`config.mk`:
```
export PLATFORM = sky130hd
export DESIGN_NAME = dms_modulator
export DESIGN_NICKNAME = d
export VERILOG_FILES = /design/src/hw/dms_modulator.v
export VERILOG_INCLUDE_DIRS = /design/src /design/src/common
export SDC_FILE = /design/constraint.sdc
export NUM_CORES = 1
export LEC_CHECK = 0
export BUFFER_PORTS_ARGS = -buffer_cell sky130_fd_sc_hd__buf_2
export CORE_UTILIZATION = 54
export DETAILED_ROUTE_END_ITERATION = 16
export GPL_TIMING_DRIVEN = 0
export PLACE_DENSITY = 0.95
export SYNTH_ARGS = -nofsm -noshare
export SYNTH_HDL_FRONTEND = slang
export SYNTH_SLANG_ARGS = --single-unit
```
`constraint.sdc`:
```
create_clock -name clk -period 5.2 [get_ports clk]
set_input_delay 0.52 -clock clk [delete_from_list [all_inputs] [get_ports clk]]
set_output_delay 0.52 -clock clk [all_outputs]
set_load 0.005 [all_outputs]
```
`src/common/dms_map.vh`:
```
/*
 * Register map, field positions, reset values and source codes of the
 * data signal modulator source selection block.
 * Assumes a 32-bit AXI4-Lite bus with one register per aligned word.
 */
`ifndef DMS_MAP_VH
`define DMS_MAP_VH

// ----------------------------------------------------------------
// Register byte offsets
// ----------------------------------------------------------------
`define DMS_ADDR_W           5
`define DMS_OFF_CTRL         5'h00
`define DMS_OFF_SRC          5'h04
`define DMS_OFF_CARH         5'h08
`define DMS_OFF_CARL         5'h0c

// ----------------------------------------------------------------
// Field positions
// ----------------------------------------------------------------
`define DMS_CTRL_EN_BIT      7
`define DMS_CTRL_OINV_BIT    4
`define DMS_CTRL_OUT_BIT     3
`define DMS_CTRL_SWBIT_BIT   0
`define DMS_CAR_INV_BIT      6
`define DMS_CAR_SYNC_BIT     5
`define DMS_SEL_MSB          3
`define DMS_SEL_LSB          0

// ----------------------------------------------------------------
// Reset values and codes
// ----------------------------------------------------------------
`define DMS_CTRL_RESET       1'b0
`define DMS_SEL_SW_BIT       4'h0
`define DMS_SEL_GROUND       4'h0
`define DMS_SEL_RESERVED     4'h9
`define DMS_RESP_OKAY        2'b00
`define DMS_RESP_SLVERR      2'b10

`endif

```
`src/hw/dms_modulator.v`:
```
/*
 * Data signal modulator: modulation source select, high and low carrier
 * select, carrier polarity and falling-edge synchronisation, output
 * polarity, and an AXI4-Lite register slave.
 * Assumes peripheral sources run on clk; pin and clock-type sources are
 * asynchronous and are synchronised here.
 */
`timescale 1ns/100ps
`default_nettype none
`include "dms_map.vh"

// Functional notes
// - Source code 0 uses software bit, code 1 the routed modulation pin.
// - Codes 2 and 3 pick capture units one and two, pulse-width mode.
// - Codes 4,5 pick pulse generators five, six; 6,7 comparators.
// - Codes 8,9 serial outs, 10 async transmit, 11 numeric oscillator.
// - Codes 12 to 15 pick logic cells one to four, all selectors.
// - High carrier: 0 ground, 1,2 carrier pins, 3 reference clock.
// - High carrier 4,5 capture units, 6,7 pulse generators, 8 oscillator.
// - High carrier 9 reserved, 10 system clock, 11 fast oscillator.
// - Low carrier selector uses the same code assignment as high.
// - High carrier invert bit 6 inverts selected high carrier.
// - Low carrier invert bit 6 inverts selected low carrier.
// - High sync bit 5 delays leaving high carrier to its falling edge.
// - Low sync bit 5 delays leaving low carrier to its falling edge.
// - Unimplemented bits of source and carrier registers read zero.
// - Selector fields start unknown and survive all later resets.
// - Disabled module forces ground carriers and software bit source.
// - Leaving synced carrier: unsynced other starts at once, synced other waits for its fall; left one ends at fall.
// - Output invert bit 4 inverts output, idle level high.
// - Read-only bit 3 of control shows the current modulated output.
module dms_modulator (
    // Clock and reset
    input  wire                   clk,
    input  wire                   reset_n,
    // AXI4-Lite write address
    input  wire [`DMS_ADDR_W-1:0] s_axi_awaddr,
    input  wire                   s_axi_awvalid,
    output reg                    s_axi_awready,
    // AXI4-Lite write data
    input  wire [31:0]            s_axi_wdata,
    input  wire [3:0]             s_axi_wstrb,
    input  wire                   s_axi_wvalid,
    output reg                    s_axi_wready,
    // AXI4-Lite write response
    output reg  [1:0]             s_axi_bresp,
    output reg                    s_axi_bvalid,
    input  wire                   s_axi_bready,
    // AXI4-Lite read address
    input  wire [`DMS_ADDR_W-1:0] s_axi_araddr,
    input  wire                   s_axi_arvalid,
    output reg                    s_axi_arready,
    // AXI4-Lite read data
    output reg  [31:0]            s_axi_rdata,
    output reg  [1:0]             s_axi_rresp,
    output reg                    s_axi_rvalid,
    input  wire                   s_axi_rready,
    // Asynchronous pin and clock sources
    input  wire                   mod_pin_route,
    input  wire                   carrier_pin_one_route,
    input  wire                   carrier_pin_two_route,
    input  wire                   reference_clock_out,
    input  wire                   sys_clock_level,
    input  wire                   internal_fast_osc,
    // On-chip peripheral sources
    input  wire                   capture_unit_one,
    input  wire                   capture_unit_two,
    input  wire                   pulse_gen_five,
    input  wire                   pulse_gen_six,
    input  wire                   comparator_one,
    input  wire                   comparator_two,
    input  wire                   serial_out_one,
    input  wire                   serial_out_two,
    input  wire                   async_serial_tx,
    input  wire                   numeric_osc_out,
    input  wire                   logic_cell_one,
    input  wire                   logic_cell_two,
    input  wire                   logic_cell_three,
    input  wire                   logic_cell_four,
    // Modulated output
    output reg                    mod_out
);

    // ------------------------------------------------------------
    // Declarations
    // ------------------------------------------------------------
    reg                    modulator_enable_r;
    reg                    output_invert_r;
    reg                    software_mod_bit_r;
    reg  [3:0]             mod_source_sel_r;
    reg  [3:0]             hi_carrier_sel_r;
    reg  [3:0]             lo_carrier_sel_r;
    reg                    hi_carrier_invert_r;
    reg                    hi_carrier_sync_en_r;
    reg                    lo_carrier_invert_r;
    reg                    lo_carrier_sync_en_r;

    reg                    aw_full_r;
    reg                    w_full_r;
    reg  [`DMS_ADDR_W-1:0] awaddr_r;
    reg  [31:0]            wdata_r;
    reg  [3:0]             wstrb_r;

    reg  [5:0]             meta_r;
    reg  [5:0]             sync_r;
    reg                    hi_prev_r;
    reg                    lo_prev_r;
    reg                    hi_en_r;
    reg                    lo_en_r;

    wire                   aw_hs;
    wire                   w_hs;
    wire                   aw_have;
    wire                   w_have;
    wire                   do_write;
    wire [`DMS_ADDR_W-1:0] wr_addr;
    wire [31:0]            wr_data;
    wire [3:0]             wr_strb;
    wire                   wr_low;
    wire                   ar_hs;

    wire [15:0]            mod_vec;
    wire [15:0]            car_vec;
    wire [3:0]             mod_eff;
    wire [3:0]             hi_eff;
    wire [3:0]             lo_eff;
    wire                   mod_bit;
    wire                   hi_c;
    wire                   lo_c;
    wire                   hi_fall;
    wire                   lo_fall;
    reg                    hi_en_nxt;
    reg                    lo_en_nxt;
    reg                    mod_out_nxt;
    reg  [31:0]            rdata_nxt;
    reg  [1:0]             rresp_nxt;
    reg  [1:0]             bresp_nxt;

    // ------------------------------------------------------------
    // Write channel capture
    // ------------------------------------------------------------
    assign aw_hs    = s_axi_awvalid & s_axi_awready;
    assign w_hs     = s_axi_wvalid & s_axi_wready;
    assign aw_have  = aw_full_r | aw_hs;
    assign w_have   = w_full_r | w_hs;
    assign do_write = aw_have & w_have & ~s_axi_bvalid;
    assign wr_addr  = aw_full_r ? awaddr_r : s_axi_awaddr;
    assign wr_data  = w_full_r ? wdata_r : s_axi_wdata;
    assign wr_strb  = w_full_r ? wstrb_r : s_axi_wstrb;
    assign wr_low   = do_write & wr_strb[0];

    always @* begin
        if (wr_addr == `DMS_OFF_CTRL) begin
            bresp_nxt = `DMS_RESP_OKAY;
        end else if (wr_addr == `DMS_OFF_SRC) begin
            bresp_nxt = `DMS_RESP_OKAY;
        end else if (wr_addr == `DMS_OFF_CARH) begin
            bresp_nxt = `DMS_RESP_OKAY;
        end else if (wr_addr == `DMS_OFF_CARL) begin
            bresp_nxt = `DMS_RESP_OKAY;
        end else begin
            bresp_nxt = `DMS_RESP_SLVERR;
        end
    end

    always @(posedge clk or negedge reset_n) begin
        if (!reset_n) begin
            aw_full_r     <= 1'b0;
            w_full_r      <= 1'b0;
            awaddr_r      <= {`DMS_ADDR_W{1'b0}};
            wdata_r       <= 32'h0000_0000;
            wstrb_r       <= 4'h0;
            s_axi_awready <= 1'b1;
            s_axi_wready  <= 1'b1;
            s_axi_bvalid  <= 1'b0;
            s_axi_bresp   <= `DMS_RESP_OKAY;
        end else begin
            if (aw_hs) begin
                awaddr_r <= s_axi_awaddr;
            end
            if (w_hs) begin
                wdata_r <= s_axi_wdata;
                wstrb_r <= s_axi_wstrb;
            end
            if (do_write) begin
                aw_full_r     <= 1'b0;
                w_full_r      <= 1'b0;
                s_axi_awready <= 1'b0;
                s_axi_wready  <= 1'b0;
                s_axi_bvalid  <= 1'b1;
                s_axi_bresp   <= bresp_nxt;
            end else if (s_axi_bvalid) begin
                if (s_axi_bready) begin
                    s_axi_bvalid  <= 1'b0;
                    s_axi_awready <= ~aw_full_r;
                    s_axi_wready  <= ~w_full_r;
                end
            end else begin
                aw_full_r     <= aw_have;
                w_full_r      <= w_have;
                s_axi_awready <= ~aw_have;
                s_axi_wready  <= ~w_have;
            end
        end
    end

    // ------------------------------------------------------------
    // Control register, cleared by every reset
    // ------------------------------------------------------------
    always @(posedge clk or negedge reset_n) begin
        if (!reset_n) begin
            modulator_enable_r <= `DMS_CTRL_RESET;
            output_invert_r    <= `DMS_CTRL_RESET;
            software_mod_bit_r <= `DMS_CTRL_RESET;
        end else if (wr_low && wr_addr == `DMS_OFF_CTRL) begin
            modulator_enable_r <= wr_data[`DMS_CTRL_EN_BIT];
            output_invert_r    <= wr_data[`DMS_CTRL_OINV_BIT];
            software_mod_bit_r <= wr_data[`DMS_CTRL_SWBIT_BIT];
        end
    end

    // ------------------------------------------------------------
    // Selector registers: no reset, contents kept across resets
    // ------------------------------------------------------------
    always @(posedge clk) begin
        if (wr_low && wr_addr == `DMS_OFF_SRC) begin
            mod_source_sel_r <= wr_data[`DMS_SEL_MSB:`DMS_SEL_LSB];
        end
        if (wr_low && wr_addr == `DMS_OFF_CARH) begin
            hi_carrier_sel_r     <= wr_data[`DMS_SEL_MSB:`DMS_SEL_LSB];
            hi_carrier_invert_r  <= wr_data[`DMS_CAR_INV_BIT];
            hi_carrier_sync_en_r <= wr_data[`DMS_CAR_SYNC_BIT];
        end
        if (wr_low && wr_addr == `DMS_OFF_CARL) begin
            lo_carrier_sel_r     <= wr_data[`DMS_SEL_MSB:`DMS_SEL_LSB];
            lo_carrier_invert_r  <= wr_data[`DMS_CAR_INV_BIT];
            lo_carrier_sync_en_r <= wr_data[`DMS_CAR_SYNC_BIT];
        end
    end

    // ------------------------------------------------------------
    // Read channel
    // ------------------------------------------------------------
    assign ar_hs = s_axi_arvalid & s_axi_arready;

    always @* begin
        rdata_nxt = 32'h0000_0000;
        rresp_nxt = `DMS_RESP_OKAY;
        if (s_axi_araddr == `DMS_OFF_CTRL) begin
            rdata_nxt[`DMS_CTRL_EN_BIT]    = modulator_enable_r;
            rdata_nxt[`DMS_CTRL_OINV_BIT]  = output_invert_r;
            rdata_nxt[`DMS_CTRL_OUT_BIT]   = mod_out;
            rdata_nxt[`DMS_CTRL_SWBIT_BIT] = software_mod_bit_r;
        end else if (s_axi_araddr == `DMS_OFF_SRC) begin
            rdata_nxt[3:0] = mod_source_sel_r;
        end else if (s_axi_araddr == `DMS_OFF_CARH) begin
            rdata_nxt[3:0]               = hi_carrier_sel_r;
            rdata_nxt[`DMS_CAR_INV_BIT]  = hi_carrier_invert_r;
            rdata_nxt[`DMS_CAR_SYNC_BIT] = hi_carrier_sync_en_r;
        end else if (s_axi_araddr == `DMS_OFF_CARL) begin
            rdata_nxt[3:0]               = lo_carrier_sel_r;
            rdata_nxt[`DMS_CAR_INV_BIT]  = lo_carrier_invert_r;
            rdata_nxt[`DMS_CAR_SYNC_BIT] = lo_carrier_sync_en_r;
        end else begin
            rresp_nxt = `DMS_RESP_SLVERR;
        end
    end

    always @(posedge clk or negedge reset_n) begin
        if (!reset_n) begin
            s_axi_arready <= 1'b1;
            s_axi_rvalid  <= 1'b0;
            s_axi_rdata   <= 32'h0000_0000;
            s_axi_rresp   <= `DMS_RESP_OKAY;
        end else if (ar_hs) begin
            s_axi_arready <= 1'b0;
            s_axi_rvalid  <= 1'b1;
            s_axi_rdata   <= rdata_nxt;
            s_axi_rresp   <= rresp_nxt;
        end else if (s_axi_rvalid && s_axi_rready) begin
            s_axi_arready <= 1'b1;
            s_axi_rvalid  <= 1'b0;
        end
    end

    // ------------------------------------------------------------
    // Synchronisers for pin and clock-type sources
    // ------------------------------------------------------------
    always @(posedge clk or negedge reset_n) begin
        if (!reset_n) begin
            meta_r <= 6'h00;
            sync_r <= 6'h00;
        end else begin
            meta_r <= {internal_fast_osc, sys_clock_level, reference_clock_out,
                       carrier_pin_two_route, carrier_pin_one_route, mod_pin_route};
            sync_r <= meta_r;
        end
    end

    // ------------------------------------------------------------
    // Source selection, index equals the selector code
    // ------------------------------------------------------------
    assign mod_vec = {logic_cell_four, logic_cell_three,
                      logic_cell_two, logic_cell_one,
                      numeric_osc_out, async_serial_tx,
                      serial_out_two, serial_out_one,
                      comparator_two, comparator_one,
                      pulse_gen_six, pulse_gen_five,
                      capture_unit_two, capture_unit_one,
                      sync_r[0], software_mod_bit_r};

    // Shared by both carriers; code 9 is tied low
    assign car_vec = {logic_cell_four, logic_cell_three,
                      logic_cell_two, logic_cell_one,
                      sync_r[5], sync_r[4], 1'b0,
                      numeric_osc_out, pulse_gen_six, pulse_gen_five,
                      capture_unit_two, capture_unit_one,
                      sync_r[3], sync_r[2], sync_r[1], 1'b0};

    // Disable forces sources without touching stored selections
    assign mod_eff = modulator_enable_r ? mod_source_sel_r : `DMS_SEL_SW_BIT;
    assign hi_eff  = modulator_enable_r ? hi_carrier_sel_r : `DMS_SEL_GROUND;
    assign lo_eff  = modulator_enable_r ? lo_carrier_sel_r : `DMS_SEL_GROUND;

    assign mod_bit = mod_vec[mod_eff];
    // Inversion is applied only while enabled so that idle carriers stay low
    assign hi_c = modulator_enable_r & (car_vec[hi_eff] ^ hi_carrier_invert_r);
    assign lo_c = modulator_enable_r & (car_vec[lo_eff] ^ lo_carrier_invert_r);

    // ------------------------------------------------------------
    // Carrier gating with falling-edge synchronisation
    // ------------------------------------------------------------
    assign hi_fall = hi_prev_r & ~hi_c;
    assign lo_fall = lo_prev_r & ~lo_c;

    always @* begin
        if (mod_bit) begin
            // Entering a synced carrier waits for its falling edge
            hi_en_nxt = hi_en_r | ~hi_carrier_sync_en_r | hi_fall;
            lo_en_nxt = lo_en_r & lo_carrier_sync_en_r & ~lo_fall;
        end else begin
            hi_en_nxt = hi_en_r & hi_carrier_sync_en_r & ~hi_fall;
            lo_en_nxt = lo_en_r | ~lo_carrier_sync_en_r | lo_fall;
        end
        mod_out_nxt = ((hi_c & hi_en_nxt) | (lo_c & lo_en_nxt))
                      ^ output_invert_r;
    end

    always @(posedge clk or negedge reset_n) begin
        if (!reset_n) begin
            hi_prev_r <= 1'b0;
            lo_prev_r <= 1'b0;
            hi_en_r   <= 1'b0;
            lo_en_r   <= 1'b0;
            mod_out   <= 1'b0;
        end else begin
            hi_prev_r <= hi_c;
            lo_prev_r <= lo_c;
            hi_en_r   <= hi_en_nxt;
            lo_en_r   <= lo_en_nxt;
            mod_out   <= mod_out_nxt;
        end
    end

endmodule // dms_modulator

`default_nettype wire

```
# Yosys cells after proc, flatten, opt, wreduce, memory -nomap -nowiden
# Cells that the tools add are included.
[classes]
n_lt_le_gt_ge = 3
eq_ne = 8
n_mux = 51
bitwise = 37
n_reduce_logical = 8
[op_table]
columns = ["op", "n"]
rows = [
  ["two-way mux 1 bit", 27],
  ["two-way mux 2 bit", 13],
  ["two-way mux 4 bit", 6],
  ["equality test 5 x 4 -> 1 bit (second input constant)", 4],
  ["AND 1 bit", 16],
  ["less-than comparator 4 x 5 -> 1 bit (second input constant)", 3],
  ["binary-select mux 1 bit (select 4 bit)", 3],
  ["inverter 1 bit", 11],
  ["equality test 5 x 3 -> 1 bit (second input constant)", 2],
  ["logical NOT 5 bit", 2],
  ["two-way mux 8 bit", 1],
  ["OR 1 bit", 7],
  ["logical AND 1 bit", 5],
  ["two-way mux 5 bit", 1],
  ["!= test 3 x 1 -> 1 bit (second input constant)", 1],
  ["bitwise XOR 1 bit", 3],
  ["!= test 2 x 1 -> 1 bit (second input constant)", 1],
  ["nonzero test 2 bit", 1],
]
[word_totals]
ff_bits = 69
inputBits = 73
output_inout_bits = 42
elab_cells = 137

# Logic depth before layout (Yosys ltp)
# Gate-level depths: netlist (run 1).
[logic_depth]
depth_word = 13
depth_mapped = 8
depth_no_buf = 6

# Least setup slack after synthesis (run 1)
# Ideal clock, no wire load.
[synth_path]
kind = "register to register"
from = "register lo_carrier_sel_r[0]"
to = "register lo_en_r"
setup_ns = 0.128
arrival_ns = 1.876
t_required_ns = 5.072
setup_slack_ns = 3.196
path_stages_with_launch = 8
path_buffers = 1
period_less_slack_ns = 2.004
cell_sequence = "edfxtp_1 buf_4 mux2_1 a221oi_1 or4_1 nand4_1 o21ai_1 mux2_1"
[synth_via]
elab_chain_cells = 10
elab_cells_between_ends = 11
classes_between = "4 x mux; 7 x bitwise"
[synth_lines]
columns = ["element", "line_no", "rtl"]
rows = [
  ["start: declaration", "dms_modulator.v:92", "reg [3:0] lo_carrier_sel_r;"],
  ["start signal: assignment", "dms_modulator.v:235", "lo_carrier_sel_r <= wr_data[`DMS_SEL_MSB:`DMS_SEL_LSB];"],
  ["two-way mux 4 bit (no source line) *", "--", ""],
  ["binary-select mux 1 bit (select 4 bit) *", "dms_modulator.v:328", "assign lo_c = modulator_enable_r & (car_vec[lo_eff] ^ lo_carrier_invert_r);"],
  ["two-way mux 1 bit (implied by the code) *", "dms_modulator.v:328", ""],
  ["bitwise XOR 1 bit *", "dms_modulator.v:328", ""],
  ["AND 1 bit *", "dms_modulator.v:328", ""],
  ["named net lo_c", "dms_modulator.v:129", "wire lo_c;"],
  ["inverter 1 bit *", "dms_modulator.v:334", "assign lo_fall = lo_prev_r & ~lo_c;"],
  ["AND 1 bit *", "dms_modulator.v:334", ""],
  ["inverter 1 bit", "dms_modulator.v:340", "lo_en_nxt = lo_en_r & lo_carrier_sync_en_r & ~lo_fall;"],
  ["AND 1 bit", "dms_modulator.v:340", ""],
  ["two-way mux 1 bit *", "dms_modulator.v:337", "if (mod_bit) begin"],
  ["named net lo_en_nxt", "dms_modulator.v:133", "reg lo_en_nxt;"],
  ["end signal: assignment", "dms_modulator.v:360", "lo_en_r <= lo_en_nxt;"],
  ["end: declaration", "dms_modulator.v:109", "reg lo_en_r;"],
]
# Mark *: on every way through the listed nets, which the timed path passes. The rest lies on a longest branch. The select of a mux whose other input is x is not followed.
# A chain may end at the register's enable or synchronous reset.

# Final worst setup path (run 1)
# Ends and elaborated chain as after synthesis.

==> key figures, run 1 <==
Global route
  • Initial antenna violation count: 0
  • All-Layer GR Usage: 0.238
  • Largest net degree at the start of global routing: 52
  • Grt ovf: 0
  • First-pass GRT wire length: around 12 mm
  • Number of global-route vias before repair: 2574

Clock tree
  • CTS max path bufs: 2
  • Post-CTS Setup Inserts: 0
  • Clock buffer count from CTS: 9
  • Clk_lat worst skew: 340 ps
  • CTS tree: yes
  • H-Tree Depth: 3
  • # hold bufs at CTS: 0
  • Clk root buf: clkbuf_8
  • Clock-pin slew on the worst setup and hold paths: 70 ps
  • Sink Count: between 60 and 70
  • Post-cts repair resize count: 0

Setup path
  • CP Data Arrival Time: 2560 ps
  • Worst R2R Start: lo_carrier_sel_r[0]
  • Register-to-register setup slack: between 2000 and 3000 ps
  • Nature of the critical path startpoint: flop
  • Crit. End Element: flop
  • FF-to-FF End: lo_en_r
  • Crit path max-delay family: compound AO/OA/AOI/OAI gates
  • CP max-delay cell: a221oi_1
  • Cell mode on critical path: mux2_1
  • CP max stage delay: 460 ps
  • CP Class: flop to flop
  • Worst EP required: approximately 5400 ps
  • Crit path max fanout: 9
  • Reg2reg path depth: 7
  • Worst path buffer plus inverter count: 1
  • Worst-path cell chain: buf_4 > mux2_1 > a221oi_1 > or4_1 > nand4_1 > o21ai_1 > mux2_1

STA
  • Fin. max-slew vios: 0
  • Final count of hold timing violations: 0
  • Slew HR: 0.256
  • Period minus WS final: 2340 ps
  • Total negative slack: 0 ps
  • Fin crit share: 0.451
  • Setup violations, final: 0
  • Worst slew pin tran: approximately 1100 ps
  • Clk_skew: 10.1 ps
  • Unrepaired setup endpoints after global routing: no
  • Max Freq: 427 MHz

Worst hold path
  • Worst hold path cell count: 1
  • Hold Crit Class: primary input to flop
  • Hold path start: internal_fast_osc
  • WHS Endpoint: meta_r[5]

Layout
  • Ant diodes: 0
  • Finished Layout Cells: about 480
  • Footprint of the multi-input gates: roughly 1500 µm²
  • Sequential Area: 1760 µm²
  • Most common cell after layout, fill and taps aside: buf_2
  • Area grow syn2layout: 20.5%
  • Layout cells sized above 1: 0.338
  • Fill count: 447
  • Fin nets: ~480
  • Most frequent cells in the layout: buf_2 (62), dfrtp_1 (48), nand2_1 (29), buf_4 (27), conb_1 (26)

Floorplanning
  • Die area: 6650 µm²
  • IO Pins: 115
  • Initial Util: 0.567
  • Die height: around 80 µm
  • Chip Width: 81.6 µm
  • Core area: 6030 µm²
  • Row Count: 28

Power and ir drop
  • Power per Cell Area: 376 nW/µm²
  • Leakage: approximately 1.9 nW
  • Total power: 1.55 mW
  • Maximum VDD drop: between 200 and 300 µV

Detailed routing
  • DR WL/cell: 14.8 µm
  • DR iter-0 viols: approximately 100
  • Total number of vias: 2665
  • Post-Route WL: 7.14 mm
  • Vias per cell: ~5.5
  • Post-route ant nets: 0
  • 1st-pass router iterations: 4
  • DRC errors left: 0

Status
  • Outcome: finished, final reports clean

Synthesis
  • Post-synth ARST share: 0.761
  • Yosys reg bits: 67
  • Syn avg cell area: 11.2 µm²
  • Mapped cell area: 3420 µm²
  • Yosys warning total: 0
  • Count of cell types in the netlist: just under 60
  • Post-synth EDFFs: 16
  • Synth Instances: 306
  • Sequential fraction of the synthesis area: 0.515
  • Main synth FF type: dfrtp_1

Placement
  • Post-DP HPWL: 5.25 mm
  • Placed cells: approximately 470
  • IO buf count: 61
  • Placer congestion estimate: 0.884

Job
  • Max-Cap Viols: 0
[power by group]
group,total (mW),switching (mW),internal [mW]
combinational,0.375,0.184,0.191
clock,0.429,0.200,0.230
sequential,0.745,0.0760,0.669
total,1.55,0.460,1.09
[registers in the layout, indices dropped and copies added (netlist names), 4 cells and up]
name / flops
s_axi_rdata: 8
meta_r: 6
mod_source_sel_r: 4
wdata_r: 8
lo_carrier_sel_r: 4
sync_r: 6
awaddr_r: 5
hi_carrier_sel_r: 4
[cells in the mapped netlist, types with 2 or more instances]
master / count / area share
and3b_1: 3 / 0.0077
buf_4: 27 / 0.059
a31oi_1: 2 / 0.0037
mux2i_1: 13 / 0.038
o41ai_1: 2 / 0.0051
nor3b_1: 2 / 0.0044
mux4_2: 2 / 0.013
nand2b_1: 5 / 0.0092
nor2b_1: 2 / 0.0037
mux2_1: 8 / 0.026
nand2_1: 29 / 0.032
nand4_1: 4 / 0.0073
dfrtp_1: 48 / 0.35
clkbuf_1: 6 / 0.0066
a21oi_1: 14 / 0.020
buf_1: 2 / 0.0022
o21bai_1: 2 / 0.0044
dfstp_2: 3 / 0.023
nand3_1: 3 / 0.0044
nor2_1: 23 / 0.025
nand3b_1: 4 / 0.0088
edfxtp_1: 16 / 0.14
o21ai_1: 4 / 0.0059
o22ai_1: 4 / 0.0073
o21ai_0: 7 / 0.010
or4_1: 5 / 0.011
nor3_1: 3 / 0.0044
inv_1: 11 / 0.012
mux2_2: 23 / 0.076
[logic make-up (layout without fill, tap and decap cells)]
logic type / count (synthesis) / count (layout) / share of synthesized area
and+or+nand+nor: 91 / 91 / 0.138
DFF: 67 / 67 / 0.515
AOI/OAI and AO/OA: 53 / 53 / 0.108
buffers and inverters: 48 / 125 / 0.0849
muxes: 46 / 46 / 0.153
other: 1 / 26 / 0.00110
[metal layers]
layer	vias up	wire, µm	track usage
met1	1270	2890	0.268
met5	-	0	0
li1	1251	-	-
met2	129	3560	0.403
met3	15	548	0.0800
met4	0	142	0.113
[stage by stage]
stage,cell area (µm²),setup WS [ps],utilization,hold slack [ps]
3_5_place_dp,3910,2860,0.649,336
2_1_floorplan,3510,3200,-,224
4_1_cts,4120,2850,0.683,261
5_1_grt,4120,2690,0.683,263
3_3_place_gp,3910,2910,0.649,333
6_report,4120,2860,0.683,288
[area by class of cell]
cell class / count / share of cell area
flip-flops and latches: 67 / 0.428
multi-input cells: 216 / 0.355
repair buffers: 61 / 0.0741
plain buffers: 37 / 0.0605
clock buffers: 12 / 0.0428
well taps: 75 / 0.0228
inverters: 11 / 0.0100
clock inverters: 4 / 0.00729
[how the worst max path moves through the flow]
| stage | startpoint | to | slack (ps) | depth (start not counted) |
|---|---|---|---|---|
| 3_3_place_gp | lo_carrier_sel_r[0] | lo_en_r | 2910 | 7 |
| 6_report | lo_carrier_sel_r[0] | lo_en_r | 2860 | 7 |
| 5_1_grt | lo_carrier_sel_r[0] | lo_en_r | 2690 | 7 |
| 4_1_cts | lo_carrier_sel_r[0] | lo_en_r | 2850 | 7 |
| 3_5_place_dp | lo_carrier_sel_r[0] | lo_en_r | 2860 | 7 |
| 2_1_floorplan | lo_carrier_sel_r[0] | lo_en_r | 3200 | 7 |
(Power assumes the default switching activity.)
==> run 2, diff against run 1 <==
--- a/config.mk
+++ b/config.mk
@@ -7,10 +7,10 @@
 export NUM_CORES = 1
 export LEC_CHECK = 0
 export BUFFER_PORTS_ARGS = -buffer_cell sky130_fd_sc_hd__buf_2
-export CORE_UTILIZATION = 54
+export CORE_UTILIZATION = 46
 export DETAILED_ROUTE_END_ITERATION = 16
 export GPL_TIMING_DRIVEN = 0
-export PLACE_DENSITY = 0.95
+export PLACE_DENSITY = 0.87
 export SYNTH_ARGS = -nofsm -noshare
 export SYNTH_HDL_FRONTEND = slang
 export SYNTH_SLANG_ARGS = --single-unit
==> constraint.sdc (replaced) <==
create_clock -name clk -period 2.1 [get_ports clk]
set_input_delay 0.21 -clock clk [delete_from_list [all_inputs] [get_ports clk]]
set_output_delay 0.21 -clock clk [all_outputs]
set_load 0.005 [all_outputs]
==> run 2 against run 1 <==
Global-route usage shrank 3.9 points. Clock-buffer cell count stayed put. Non-clock buffer count is 10 higher. Wire length increased by 4.8%. Register-to-register slack got worse by 2800 ps. Power up 150%. Largest power group unchanged.
==> key figures, run 2 (same netlist as run 1, synthesis figures left out) <==
Status
  • Outcome: finished, final reports clean

Clock tree
  • Clk root buf: clkbuf_8
  • Clock buffer count from CTS: 9
  • Sink Count: 67
  • H-Tree Depth: 3
  • CTS max path bufs: 2
  • CTS tree: yes
  • Clock-pin slew on the worst setup and hold paths: 70 ps
  • Clk_lat worst skew: 350 ps

Global route
  • Met1 Track Usage GR: 0.236
  • Grt met2 use: 0.320
  • Fraction of met3 tracks used by global routing: 0.0528
  • Largest net degree at the start of global routing: 52
  • Grt ovf: 0
  • Number of global-route vias before repair: about 2400
  • First-pass GRT wire length: between 10 and 15 mm
  • All-Layer GR Usage: 0.199
  • Initial antenna violation count: 0
  • GRT busiest layer: met2

Layout
  • Layout cells sized above 1: 0.364
  • Fin nets: just under 500
  • Area grow syn2layout: 25.5%
  • Ant diodes: 0
  • Most frequent cells in the layout: buf_2 (63), dfrtp_1 (48), buf_4 (30), nand2_1 (29), conb_1 (26)
  • Core Util, Final: 0.595
  • Top flop regs: s_axi_rdata x8, wdata_r x8
  • Most common cell after layout, fill and taps aside: buf_2
  • Fill count: 588

Floorplanning
  • Row Count: 31
  • IO Pins: 115
  • Core area: 7210 µm²
  • Die height: 88.2 µm
  • Chip Width: 88.2 µm
  • Initial Util: 0.474
  • Die area: between 7000 and 8000 µm²

STA
  • Fin crit share: 0.988
  • Total negative slack: 0 ps
  • Slew HR: 0.246
  • Setup violations, final: 0
  • Worst slew pin tran: 1130 ps
  • Unrepaired setup endpoints after global routing: yes
  • Clk_skew: 7.87 ps
  • Fin. max-slew vios: 0
  • Period minus WS final: between 2000 and 2500 ps
  • Max Freq: 482 MHz
  • Final count of hold timing violations: 0

Setup path
  • Worst EP required: 2330 ps
  • Crit. End Element: flop
  • CP Data Arrival Time: 2300 ps
  • Crit path max fanout: 8
  • CP Class: flop to flop
  • Nature of the critical path startpoint: flop

Placement
  • Placer congestion estimate: 0.831
  • Post-DP HPWL: 5.31 mm
  • IO buf count: slightly above 60

Detailed routing
  • Post-route ant nets: 0
  • Vias per cell: 5.08
  • 1st-pass router iterations: 5
  • DR iter-0 viols: 205
  • DR WL/cell: roughly 14 µm
  • Total number of vias: between 2000 and 3000
  • DRC errors left: 0
  • Post-Route WL: 7.49 mm

Worst hold path
  • Hold Crit Class: primary input to asynchronous set/reset pin

Job
  • Max-Cap Viols: 0

Power and ir drop
  • Total power: 3.86 mW
  • Power per Cell Area: 901 nW/µm²
  • Leakage: a little under 2 nW
  • Maximum VDD drop: 705 µV
-- run 2: path summary, 6_finish.rpt --
path | depth (start not counted) | slack [ps] | from | to
hold reg to reg | 0 | 350 | meta_r[0] | sync_r[0]
min in group clk | 2 | 70 | s_axi_arvalid | s_axi_arready
hold / removal | 1 | 70 | reset_n | wdata_r[2]
setup / recovery | 7 | 20 | lo_carrier_sel_r[0] | lo_en_r
setup reg to reg | 7 | 20 | lo_carrier_sel_r[0] | lo_en_r
max in group asynchronous | 1 | 1320 | reset_n | hi_en_r
-- run 2: report_power, final --
| group | total [mW] | switching [mW] | internal [mW] |
|---|---|---|---|
| clock | 1.04 | 0.506 | 0.537 |
| combinational | 0.979 | 0.485 | 0.494 |
| sequential | 1.84 | 0.187 | 1.66 |
| total | 3.86 | 1.18 | 2.69 |
-- run 2: what timing repair did --
item,in CTS,in global routing
resized for setup,11,4
endpoints found under the setup margin,22,5
hold buffers,7,0
pin swaps,6,2
buffers inserted,3,1
hold endpoints to repair,7,0
-- run 2: stage by stage --
step	cells	area, µm²	setup WS, ps	hold slack [ps]
6_report	517	4290	24.5	65.8
5_1_grt	517	4290	-69.3	53.4
4_1_cts	516	4260	12.7	48.7
3_5_place_dp	491	3940	-191	320
3_3_place_gp	491	3940	-150	318
2_1_floorplan	331	3510	96.0	-85.6
-- run 2: final cells by class --
cell class,instances,area [µm²],share of cell area
sequential,67,1760,0.410
tap,99,124,0.0289
clock inverter,4,31.3,0.00729
multi-input combinational,216,1510,0.352
timing repair buffer,72,405,0.0945
inverter,11,41.3,0.00963
buffer,36,251,0.0586
clock buffer,12,166,0.0388
-- run 2: routing by layer --
layer	vias to the layer above	wire length (µm)	share of wire
met5	-	0	0
met2	128	3580	0.48
li1	1277	-	-
met1	1206	3130	0.42
met3	17	607	0.081
met4	0	163	0.022
-- run 2: worst max-delay path, stage by stage (launching register included) --
cell      delay [ps]
edfxtp_1         380
buf_6            160
mux2_4           310
a221oi_4         290
or4_1            150
nand4_1          160
o21ai_1          180
mux2_1           330
